File: src/adcsq_params.svh
`ifndef ADCSQ_PARAMS_SVH
`define ADCSQ_PARAMS_SVH

// register byte offsets on the apb window
`define ADCSQ_OFF_CTRL_PRI 12'h000
`define ADCSQ_OFF_CTRL_SEC 12'h004
`define ADCSQ_OFF_PIN_EN 12'h008
`define ADCSQ_OFF_RES_HI 12'h00c
`define ADCSQ_OFF_RES_LO 12'h010
`define ADCSQ_OFF_IRQ 12'h014

// conv_control_primary fields
`define ADCSQ_PRI_START 7
`define ADCSQ_PRI_BUSY 6
`define ADCSQ_PRI_PWR_OFF 5
`define ADCSQ_PRI_INT_REF 4
`define ADCSQ_PRI_CH_HI 2
`define ADCSQ_PRI_CH_LO 0

// conv_control_secondary fields
`define ADCSQ_SEC_BG_EN 6
`define ADCSQ_SEC_JUSTIFY 5
`define ADCSQ_SEC_REF_SEL 4
`define ADCSQ_SEC_DIV_HI 2
`define ADCSQ_SEC_DIV_LO 0

// interrupt control fields
`define ADCSQ_IRQ_EN 0
`define ADCSQ_IRQ_FLAG 1

// reset values
`define ADCSQ_RST_PWR_OFF 1'b1
`define ADCSQ_RST_BUSY 1'b1
`define ADCSQ_RST_CH 3'h0
`define ADCSQ_RST_DIV 3'h0
`define ADCSQ_RST_PIN_EN 8'h00

// conversion timing
`define ADCSQ_CONV_PERIODS 16
`define ADCSQ_DIV_MAX_CODE 3'h6

`endif

File: src/adcsq_pkg.sv
package adcsq_pkg;

  // conversion sequencer states
  typedef enum logic [2:0] {
    ADCSQ_IDLE = 3'b001,
    ADCSQ_HOLD = 3'b010,
    ADCSQ_CONV = 3'b100
  } adcsq_state_t;

endpackage

File: src/adcsq_conv_timer.sv
`timescale 1ns/1ns
`include "adcsq_params.svh"

module adcsq_conv_timer #(
  parameter int DIV_W = 6,
  parameter int PERIODS = `ADCSQ_CONV_PERIODS
) (
  input wire logic pclk,
  input wire logic presetn,
  input wire logic start_bit,
  input wire logic power_off,
  input wire logic [2:0] div_code,
  output logic tick_q,
  output logic busy_q,
  output logic done_q
);

  adcsq_pkg::adcsq_state_t state_q;
  logic [DIV_W-1:0] div_cnt_q;
  logic [4:0] period_cnt_q;
  logic [2:0] code_eff;
  logic [DIV_W-1:0] div_limit;
  logic tick_now;
  logic last_period;

  // code 111 has no defined rate; it runs as the slowest one
  assign code_eff = (div_code > `ADCSQ_DIV_MAX_CODE) ? `ADCSQ_DIV_MAX_CODE : div_code;
  assign div_limit = DIV_W'((1 << code_eff) - 1);
  // a powered-off converter makes no progress
  assign tick_now = (state_q == adcsq_pkg::ADCSQ_CONV) && !power_off &&
                    (div_cnt_q == div_limit);
  assign last_period = (period_cnt_q == 5'(PERIODS - 1));

  // sequencer: start high holds, its fall launches
  always_ff @(posedge pclk or negedge presetn) begin
    if (!presetn) begin
      state_q <= adcsq_pkg::ADCSQ_IDLE;
    end else begin
      unique case (state_q)
        adcsq_pkg::ADCSQ_IDLE: begin
          if (start_bit) state_q <= adcsq_pkg::ADCSQ_HOLD;
        end
        adcsq_pkg::ADCSQ_HOLD: begin
          if (!start_bit) state_q <= adcsq_pkg::ADCSQ_CONV;
        end
        adcsq_pkg::ADCSQ_CONV: begin
          if (start_bit) state_q <= adcsq_pkg::ADCSQ_HOLD;
          else if (tick_now && last_period) state_q <= adcsq_pkg::ADCSQ_IDLE;
        end
      endcase
    end
  end

  // prescaler and period counter, cleared outside a conversion
  always_ff @(posedge pclk or negedge presetn) begin
    if (!presetn) begin
      div_cnt_q <= '0;
      period_cnt_q <= '0;
    end else if (state_q != adcsq_pkg::ADCSQ_CONV || start_bit) begin
      div_cnt_q <= '0;
      period_cnt_q <= '0;
    end else if (!power_off) begin
      div_cnt_q <= tick_now ? '0 : div_cnt_q + 1'b1;
      if (tick_now) period_cnt_q <= period_cnt_q + 1'b1;
    end
  end

  // busy flag: forced by start, cleared at the last period
  always_ff @(posedge pclk or negedge presetn) begin
    if (!presetn) begin
      busy_q <= `ADCSQ_RST_BUSY;
      done_q <= 1'b0;
      tick_q <= 1'b0;
    end else begin
      tick_q <= tick_now && !start_bit;
      done_q <= tick_now && last_period && !start_bit;
      if (start_bit) busy_q <= 1'b1;
      else if (tick_now && last_period) busy_q <= 1'b0;
    end
  end

endmodule

File: src/adcsq_top.sv
`timescale 1ns/1ns
`include "adcsq_params.svh"

// Overview of operation
// - justify 0: msb at high bit 7
// - justify 1: right aligned, lsb at bit 0
// - unused result bits read as zero
// - conversion starts after start set then cleared
// - start high resets core, forces busy
// - busy reads 1 during conversion, then clears
// - end sets request flag, irq if enabled
// - power-off bit, resets to 1
// - internal-ref bit routes bandgap, drops pins
// - channel field selects analog input directly
// - bandgap on when enabled or lvr/lvd used
// - reference select: supply or external pin
// - conversion clock is system clock over 2^code, 2^6 for code 111
// - analog-enable bits claim their mapped pins
// - analog pin drops its pull-high resistor
// - unimplemented control bits read zero
// - conversion lasts sixteen conversion clock periods
// - analog enable overrides port direction
module adcsq_top #(
  parameter int RES_W = 12,
  parameter int NPINS = 8
) (
  input wire logic pclk,
  input wire logic presetn,
  input wire logic psel,
  input wire logic penable,
  input wire logic pwrite,
  input wire logic [11:0] paddr,
  input wire logic [31:0] pwdata,
  input wire logic [3:0] pstrb,
  output logic [31:0] prdata,
  output logic pready,
  output logic pslverr,
  input wire logic [RES_W-1:0] core_result,
  input wire logic low_voltage_reset_en,
  input wire logic low_voltage_detect_en,
  input wire logic [NPINS-1:0] pin_pullup_cfg,
  input wire logic [NPINS-1:0] pin_dir_input_cfg,
  output logic core_reset_q,
  output logic core_power_down_q,
  output logic core_conv_tick_q,
  output logic [NPINS-1:0] analog_inputs_sel_q,
  output logic bandgap_route_q,
  output logic bandgap_on_q,
  output logic reference_ext_sel_q,
  output logic port_e_pin0_analog_q,
  output logic port_a_pin6_analog_q,
  output logic [5:0] port_b_pins_2_to_7_analog_q,
  output logic [NPINS-1:0] pin_pullup_eff_q,
  output logic [NPINS-1:0] pin_dir_input_eff_q,
  output logic conv_irq_q
);

  // primary control fields
  logic start_q;
  logic conv_power_off_q;
  logic internal_ref_channel_sel_q;
  logic [2:0] channel_select_field_q;

  // secondary control fields
  logic bandgap_enable_q;
  logic result_justify_sel_q;
  logic reference_source_sel_q;
  logic [2:0] conv_clock_divider_q;

  // pin enables, interrupt and result
  logic [NPINS-1:0] analog_pin_enable_q;
  logic irq_enable_q;
  logic irq_flag_q;
  logic [RES_W-1:0] result_q;

  // conversion timer; the busy flag is the read-only bit of the primary word
  // and software has no way to write it
  logic conv_tick;
  logic conv_busy_flag;
  logic conv_done;

  // bus decode
  logic setup_phase;
  logic wr_access;
  logic addr_hit;
  logic [7:0] rd_byte;
  logic [7:0] ctrl_pri_rd;
  logic [7:0] ctrl_sec_rd;
  logic [7:0] res_hi_rd;
  logic [7:0] res_lo_rd;
  logic wr_pri;
  logic wr_sec;
  logic wr_pin;
  logic wr_irq;
  logic [7:0] irq_rd;

  // per pin next values of the port overrides
  logic [NPINS-1:0] pin_pullup_d;
  logic [NPINS-1:0] pin_dir_input_d;

  adcsq_conv_timer #(
    .DIV_W(6),
    .PERIODS(`ADCSQ_CONV_PERIODS)
  ) adcsq_conv_timer_inst (
    .pclk(pclk),
    .presetn(presetn),
    .start_bit(start_q),
    .power_off(conv_power_off_q),
    .div_code(conv_clock_divider_q),
    .tick_q(conv_tick),
    .busy_q(conv_busy_flag),
    .done_q(conv_done)
  );

  // apb phases; the slave answers in the first access cycle
  // no wait states: pready is the setup cycle seen one edge later
  assign setup_phase = psel && !penable;
  assign wr_access = psel && penable && pready && pwrite && pstrb[0];

  // address decode, only byte lane 0 carries register data
  // an unmapped address answers with an error and reads as zero
  always_comb begin
    addr_hit = 1'b1;
    unique case (paddr)
      `ADCSQ_OFF_CTRL_PRI: rd_byte = ctrl_pri_rd;
      `ADCSQ_OFF_CTRL_SEC: rd_byte = ctrl_sec_rd;
      `ADCSQ_OFF_PIN_EN: rd_byte = analog_pin_enable_q;
      `ADCSQ_OFF_RES_HI: rd_byte = res_hi_rd;
      `ADCSQ_OFF_RES_LO: rd_byte = res_lo_rd;
      `ADCSQ_OFF_IRQ: rd_byte = irq_rd;
      default: begin
        rd_byte = 8'h00;
        addr_hit = 1'b0;
      end
    endcase
  end

  // writes decode only on the access edge, with byte lane 0 strobed
  assign wr_pri = wr_access && (paddr == `ADCSQ_OFF_CTRL_PRI);
  assign wr_sec = wr_access && (paddr == `ADCSQ_OFF_CTRL_SEC);
  assign wr_pin = wr_access && (paddr == `ADCSQ_OFF_PIN_EN);
  assign wr_irq = wr_access && (paddr == `ADCSQ_OFF_IRQ);

  // read views; bit 3 is not built and always reads zero
  assign ctrl_pri_rd = {start_q, conv_busy_flag, conv_power_off_q,
                        internal_ref_channel_sel_q, 1'b0,
                        channel_select_field_q};
  assign ctrl_sec_rd = {1'b0, bandgap_enable_q, result_justify_sel_q,
                        reference_source_sel_q, 1'b0,
                        conv_clock_divider_q};
  // request flag above its enable in the interrupt word
  assign irq_rd = {6'h00, irq_flag_q, irq_enable_q};

  // result byte layout picked by the justify bit at read time
  // the held value is never rewritten, so the format may change between reads
  always_comb begin
    if (result_justify_sel_q) begin
      res_hi_rd = {4'h0, result_q[11:8]};
      res_lo_rd = result_q[7:0];
    end else begin
      res_hi_rd = result_q[11:4];
      res_lo_rd = {result_q[3:0], 4'h0};
    end
  end

  // bus answer registered in setup, so prdata is a flop output
  // prdata then holds until the next setup, so a late look still sees it
  always_ff @(posedge pclk or negedge presetn) begin
    if (!presetn) begin
      prdata <= 32'h0000_0000;
      pready <= 1'b0;
      pslverr <= 1'b0;
    end else begin
      pready <= setup_phase;
      if (setup_phase) begin
        prdata <= {24'h00_0000, rd_byte};
        pslverr <= !addr_hit;
      end else begin
        pslverr <= 1'b0;
      end
    end
  end

  // primary control; the busy bit is read only
  // start written high mid-conversion aborts that conversion in the timer
  always_ff @(posedge pclk or negedge presetn) begin
    if (!presetn) begin
      start_q <= 1'b0;
      conv_power_off_q <= `ADCSQ_RST_PWR_OFF;
      internal_ref_channel_sel_q <= 1'b0;
      channel_select_field_q <= `ADCSQ_RST_CH;
    end else if (wr_pri) begin
      start_q <= pwdata[`ADCSQ_PRI_START];
      conv_power_off_q <= pwdata[`ADCSQ_PRI_PWR_OFF];
      internal_ref_channel_sel_q <= pwdata[`ADCSQ_PRI_INT_REF];
      channel_select_field_q <= pwdata[`ADCSQ_PRI_CH_HI:`ADCSQ_PRI_CH_LO];
    end
  end

  // secondary control; bits 7 and 3 are dropped on write
  // code 111 is stored as written; the timer runs it at the slowest rate
  always_ff @(posedge pclk or negedge presetn) begin
    if (!presetn) begin
      bandgap_enable_q <= 1'b0;
      result_justify_sel_q <= 1'b0;
      reference_source_sel_q <= 1'b0;
      conv_clock_divider_q <= `ADCSQ_RST_DIV;
    end else if (wr_sec) begin
      bandgap_enable_q <= pwdata[`ADCSQ_SEC_BG_EN];
      result_justify_sel_q <= pwdata[`ADCSQ_SEC_JUSTIFY];
      reference_source_sel_q <= pwdata[`ADCSQ_SEC_REF_SEL];
      conv_clock_divider_q <= pwdata[`ADCSQ_SEC_DIV_HI:`ADCSQ_SEC_DIV_LO];
    end
  end

  // analog pin enables
  // a set bit hands the pin to the converter through the overrides below
  always_ff @(posedge pclk or negedge presetn) begin
    if (!presetn) begin
      analog_pin_enable_q <= `ADCSQ_RST_PIN_EN;
    end else if (wr_pin) begin
      analog_pin_enable_q <= pwdata[NPINS-1:0];
    end
  end

  // result loads only when a conversion completes, else holds
  // the core output may wander outside the end cycle without harm
  always_ff @(posedge pclk or negedge presetn) begin
    if (!presetn) begin
      result_q <= '0;
    end else if (conv_done) begin
      result_q <= core_result;
    end
  end

  // request flag: write one clears, a completion in the same cycle wins
  // losing a completion to a clear would hide a finished result
  always_ff @(posedge pclk or negedge presetn) begin
    if (!presetn) begin
      irq_enable_q <= 1'b0;
      irq_flag_q <= 1'b0;
    end else begin
      if (wr_irq) irq_enable_q <= pwdata[`ADCSQ_IRQ_EN];
      if (conv_done) irq_flag_q <= 1'b1;
      else if (wr_irq && pwdata[`ADCSQ_IRQ_FLAG]) irq_flag_q <= 1'b0;
    end
  end

  // interrupt line toward the controller, gated by the enable
  // one edge behind the flag; the controller only looks at the level
  always_ff @(posedge pclk or negedge presetn) begin
    if (!presetn) begin
      conv_irq_q <= 1'b0;
    end else begin
      conv_irq_q <= irq_flag_q && irq_enable_q;
    end
  end

  // converter core controls; start high keeps the core in reset
  // registered, so the core never sees a glitch from the bus decode
  always_ff @(posedge pclk or negedge presetn) begin
    if (!presetn) begin
      core_reset_q <= 1'b0;
      core_power_down_q <= `ADCSQ_RST_PWR_OFF;
      core_conv_tick_q <= 1'b0;
      reference_ext_sel_q <= 1'b0;
    end else begin
      core_reset_q <= start_q;
      core_power_down_q <= conv_power_off_q;
      core_conv_tick_q <= conv_tick;
      reference_ext_sel_q <= reference_source_sel_q;
    end
  end

  // input mux: bandgap route disconnects every external channel
  // one-hot select: at most one channel switch is ever closed
  always_ff @(posedge pclk or negedge presetn) begin
    if (!presetn) begin
      analog_inputs_sel_q <= '0;
      bandgap_route_q <= 1'b0;
    end else begin
      bandgap_route_q <= internal_ref_channel_sel_q;
      if (internal_ref_channel_sel_q) begin
        analog_inputs_sel_q <= '0;
      end else begin
        analog_inputs_sel_q <= NPINS'(1) << channel_select_field_q;
      end
    end
  end

  // bandgap stays up while the converter or the supply monitors need it
  // dropping it under a running supply monitor would upset its checks
  always_ff @(posedge pclk or negedge presetn) begin
    if (!presetn) begin
      bandgap_on_q <= 1'b0;
    end else begin
      bandgap_on_q <= bandgap_enable_q || low_voltage_reset_en ||
                      low_voltage_detect_en;
    end
  end

  // pin ownership: enable bit 0 is port e pin 0, bit 1 port a pin 6,
  // bits 2..7 port b pins 2..7
  always_ff @(posedge pclk or negedge presetn) begin
    if (!presetn) begin
      port_e_pin0_analog_q <= 1'b0;
      port_a_pin6_analog_q <= 1'b0;
      port_b_pins_2_to_7_analog_q <= 6'h00;
    end else begin
      port_e_pin0_analog_q <= analog_pin_enable_q[0];
      port_a_pin6_analog_q <= analog_pin_enable_q[1];
      port_b_pins_2_to_7_analog_q <= analog_pin_enable_q[7:2];
    end
  end

  // per pin overrides of pull-high and direction
  genvar gi;
  generate
    for (gi = 0; gi < NPINS; gi++) begin : g_pin
      // an analog pin must not load the source with a pull-high
      assign pin_pullup_d[gi] = pin_pullup_cfg[gi] && !analog_pin_enable_q[gi];
      // the analog claim wins over whatever direction software left
      assign pin_dir_input_d[gi] = pin_dir_input_cfg[gi] || analog_pin_enable_q[gi];
    end
  endgenerate

  // one register stage for all pins keeps each output with one writer
  always_ff @(posedge pclk or negedge presetn) begin
    if (!presetn) begin
      pin_pullup_eff_q <= '0;
      pin_dir_input_eff_q <= '1;
    end else begin
      pin_pullup_eff_q <= pin_pullup_d;
      pin_dir_input_eff_q <= pin_dir_input_d;
    end
  end

endmodule

File: config.mk
export PLATFORM = sky130hd
export DESIGN_NAME = adcsq_top
export DESIGN_NICKNAME = d
export VERILOG_FILES = /design/src/adcsq_pkg.sv /design/src/adcsq_conv_timer.sv /design/src/adcsq_top.sv
export VERILOG_INCLUDE_DIRS = /design/src /design/src/src
export SDC_FILE = /design/constraint.sdc
export NUM_CORES = 1
export LEC_CHECK = 0
export CAP_MARGIN = 20
export CORE_MARGIN = 2
export CORE_UTILIZATION = 40
export CTS_BUF_LIST = sky130_fd_sc_hd__clkbuf_4
export CTS_CLUSTER_SIZE = 30
export DETAILED_ROUTE_END_ITERATION = 8
export DONT_BUFFER_PORTS = 1
export PLACE_DENSITY = 0.53
export SETUP_SLACK_MARGIN = 0.05
export SYNTH_ARGS = -nofsm -noshare
export SYNTH_HDL_FRONTEND = slang
export SYNTH_SLANG_ARGS = --single-unit
File: constraint.sdc
create_clock -name pclk -period 2.7 [get_ports pclk]
set_input_delay 0.27 -clock pclk [delete_from_list [all_inputs] [get_ports pclk]]
set_output_delay 0.27 -clock pclk [all_outputs]
set_load 0.01 [all_outputs]
==> reports/metrics.cfg <==
[critical_path]
worstPathMaxFanout=10
worstPathCellList=or4_1 > a21o_1 > a22o_1 > nor2_1 > o21ai_0
max_stage_delay_ns=0.55
critical_path_arrival_ns=2.63
end_kind=register
timing.critical_path.buf_inv=0
required_ns=3.03
cp_slowest_cell=or4_1
crit_type=register to register
crit_path_start_kind=register
crit_family=simple AND/OR/NAND/NOR gates

[layout]
drive_above_1_share_pct=18.8
layout.nets=501
stdcell_count=560
antennaDiodeCount=0
final_util_pct=46.5
area_growth_pct=13.7

[drt]
first_pass_iters=4
vias=2912
drtIter0Drc=179
ant_nets=0
wl_um=9650
drc=0
wire_per_inst_um=17.2
vias_per_cell=5.20

[global_route]
grt_usage_pct=17.0
grt_pass1_vias=2746
grt_overflow=0
grt_pass1_wl_um=15200
grt_antenna_before_repair=0
grt_max_degree=101

[power]
irDropWorstVdd_v=0.000216
power_density_nw_per_um2=583
total_power_mw=2.92
leakage_nw=2.27

[floorplan]
die_y_um=109
core-area_um2=10800
die_area_um2=11900
dieWidth_um=109
rows=38
ioPinCount=156
initial_core_util_pct=40.9

[placed_design]
numPortBuffers=0
gp_congestion=0.805
dp_hpwl_um=6830
placed_cells=504
post-place-ws_ns=0.414

[sta]
period_minus_slack_ns=2.30
finalClockSkew_ns=0.0204
hold_violations=0
drv_slew=0
rsz0062_at_grt=no
final.period_utilization_pct=85.1
tightest_slew_ns=0.577
fmax_ghz=0.435
setup_violations=0
fin_ws_ns=0.403
final.setup.tns_ns=0
slew_headroom_pct=61.4

[clock_network]
clock_path_buffers=2
clkSinkCount=100
cts_tree=built
cts.repair.resized=0
cts.clk_slew.worst_paths_ns=0.14
clk_latency_ns=0.46
h-tree-depth=3
cts-buffers-inserted=9
cts_setup_buffers=0
cts_root_buf=clkbuf_4

[synth]
netlist_area_um2=4410
ys_warn_count=0
synthCells=374
yosysUniqueCellTypes=54
synthArstFlopShare_pct=100
ys.flop_type=dfrtp_1
ys_ff_latch=100
syn_area_per_cell_um2=11.8
synth_edf_count=0
synth-seq-area-share_pct=57.1

[job]
max_cap_viol_count=0

[hold_path]
hold_class=input port to register

[run_status]
outcome=finished, final reports clean

-- synthesized netlist by cell type, drive strengths merged, types with 2 or more instances --
cell    instances  area share (%)
dfrtp          88              50
mux2           34             8.7
buf            28             4.6
nor2           21             1.8
nand2          16             1.4
nor3           16             1.8
dfstp          12             7.1
nor2b          11             1.6
o21ai          11             1.2
clkbuf          9            0.77
inv             9            0.77
nand3           9             1.0
a22oi           8             1.4
nand2b          8             1.1
or2             8             1.1
a21oi           7            0.79
and3            7            0.99
mux2i           6             1.4
nor4            6             1.3
xor2            5            0.99
a211oi          4            0.68
a22o            4            0.79
o22ai           4            0.57
a21o            3            0.54
a31oi           3            0.43
and2            3            0.43
ha              3            0.85
nand4           3            0.43
or4             3            0.51
a32o            2            0.45
a32oi           2            0.40
o211ai          2            0.34
or3             2            0.28
xnor2           2            0.40
-- sequential cells by signal (all words and copies together) (netlist names), 3 cells and up --
| signal | count |
|---|---|
| pin_pullup_eff_q | 8 |
| pin_dir_input_eff_q | 8 |
| result_q | 12 |
| adcsq_conv_timer_inst.div_cnt_q | 6 |
| analog_pin_enable_q | 8 |
| analog_inputs_sel_q | 8 |
| prdata | 8 |
| channel_select_field_q | 3 |
| adcsq_conv_timer_inst.state_q | 3 |
| conv_clock_divider_q | 3 |
| adcsq_conv_timer_inst.period_cnt_q | 5 |
| port_b_pins_2_to_7_analog_q | 6 |
-- repair_timing --
item                                    4_1_cts  5_1_grt
endpoints found under the setup margin        0        0
hold buffers                                 40        0
hold endpoints to repair                    151        0
-- logic make-up (layout without fill, tap and decap cells) --
logic type	after synthesis	count (layout)	share of synthesized area, %
other cells	1	24	0.0850
simple gates	116	116	14.7
compound gates	61	61	9.73
fa+ha+maj	3	3	0.851
xor+xnor	7	7	1.39
buf+inv	46	69	6.13
flops	100	100	57.1
mux	40	40	10.0
-- worst reg2reg max path: stages (launching register included) --
cell and delay (ns):
dfrtp_1 0.50, or4_1 0.55, a21o_1 0.18, a22o_1 0.28, nor2_1 0.49, o21ai_0 0.18
-- worst paths after layout --
path,from,to,slack (ns),depth (start not counted)
setup / recovery,conv_clock_divider_q[1],adcsq_conv_timer_inst.div_cnt_q[1],0.40,5
hold / removal,paddr[3],irq_flag_q,0.07,3
setup reg to reg,conv_clock_divider_q[1],adcsq_conv_timer_inst.div_cnt_q[1],0.40,5
hold reg to reg,adcsq_conv_timer_inst.tick_q,core_conv_tick_q,0.37,0
max in group asynchronous,presetn,pin_dir_input_eff_q[7],1.92,2
min in group asynchronous,presetn,pin_pullup_eff_q[2],0.37,2
-- metrics by stage --
stage	hold WS, ns	instance area, µm²
after floorplan	-0.0256	4500
after global placement	-0.0231	4470
after detailed placement	-0.0230	4470
after CTS	0.0361	5010
after global routing	0.0363	5010
final	0.0747	5010
-- power breakdown --
part	internal [mW]	switching, mW	leakage [nW]
Clock	0.285	0.482	0.0729
Combinational	0.193	0.252	0.882
Sequential	1.61	0.103	1.31
-- cell usage in the layout (no fill, tap or decap), drive strengths merged, types with 4 or more instances in the layout --
| cell type | netlist | routed |
|---|---|---|
| xor2 | 5 | 5 |
| nand3 | 9 | 9 |
| a22o | 4 | 4 |
| a22oi | 8 | 8 |
| nor4 | 6 | 6 |
| mux2 | 34 | 34 |
| inv | 9 | 9 |
| a21oi | 7 | 7 |
| dfrtp | 88 | 88 |
| nor2 | 21 | 21 |
| nand2 | 16 | 16 |
| clkinv | 0 | 5 |
| o21ai | 11 | 11 |
| nor3 | 16 | 16 |
| nor2b | 11 | 11 |
| o22ai | 4 | 4 |
| or2 | 8 | 8 |
| clkbuf | 9 | 10 |
| and3 | 7 | 7 |
| nand2b | 8 | 8 |
| conb | 1 | 24 |
| buf | 28 | 5 |
| dlygate4sd3 | 0 | 39 |
| dfstp | 12 | 12 |
| mux2i | 6 | 6 |
| a211oi | 4 | 4 |
-- layout make-up --
| cell class | count | area [µm²] |
|---|---|---|
| Clock buffer | 10 | 75.1 |
| Clock inverter | 6 | 55.1 |
| Fill cell | 1000 | 5780 |
| Inverter | 9 | 33.8 |
| Multi-Input combinational cell | 251 | 1710 |
| Sequential cell | 100 | 2520 |
| Tap cell | 140 | 175 |
| Timing Repair Buffer | 44 | 448 |
-- layer usage --
| layer | track usage [%] | share of wire (%) | vias to the layer above |
|---|---|---|---|
| li1 | - | - | 1378 |
| met3 | 4.66 | 6.6 | 8 |
| met1 | 22.5 | 44 | 1429 |
| met4 | 5.77 | 1.1 | 0 |
| met5 | 0 | 0 | - |
| met2 | 26.7 | 48 | 97 |
No activity file was read; power rests on OpenSTA's default activity.
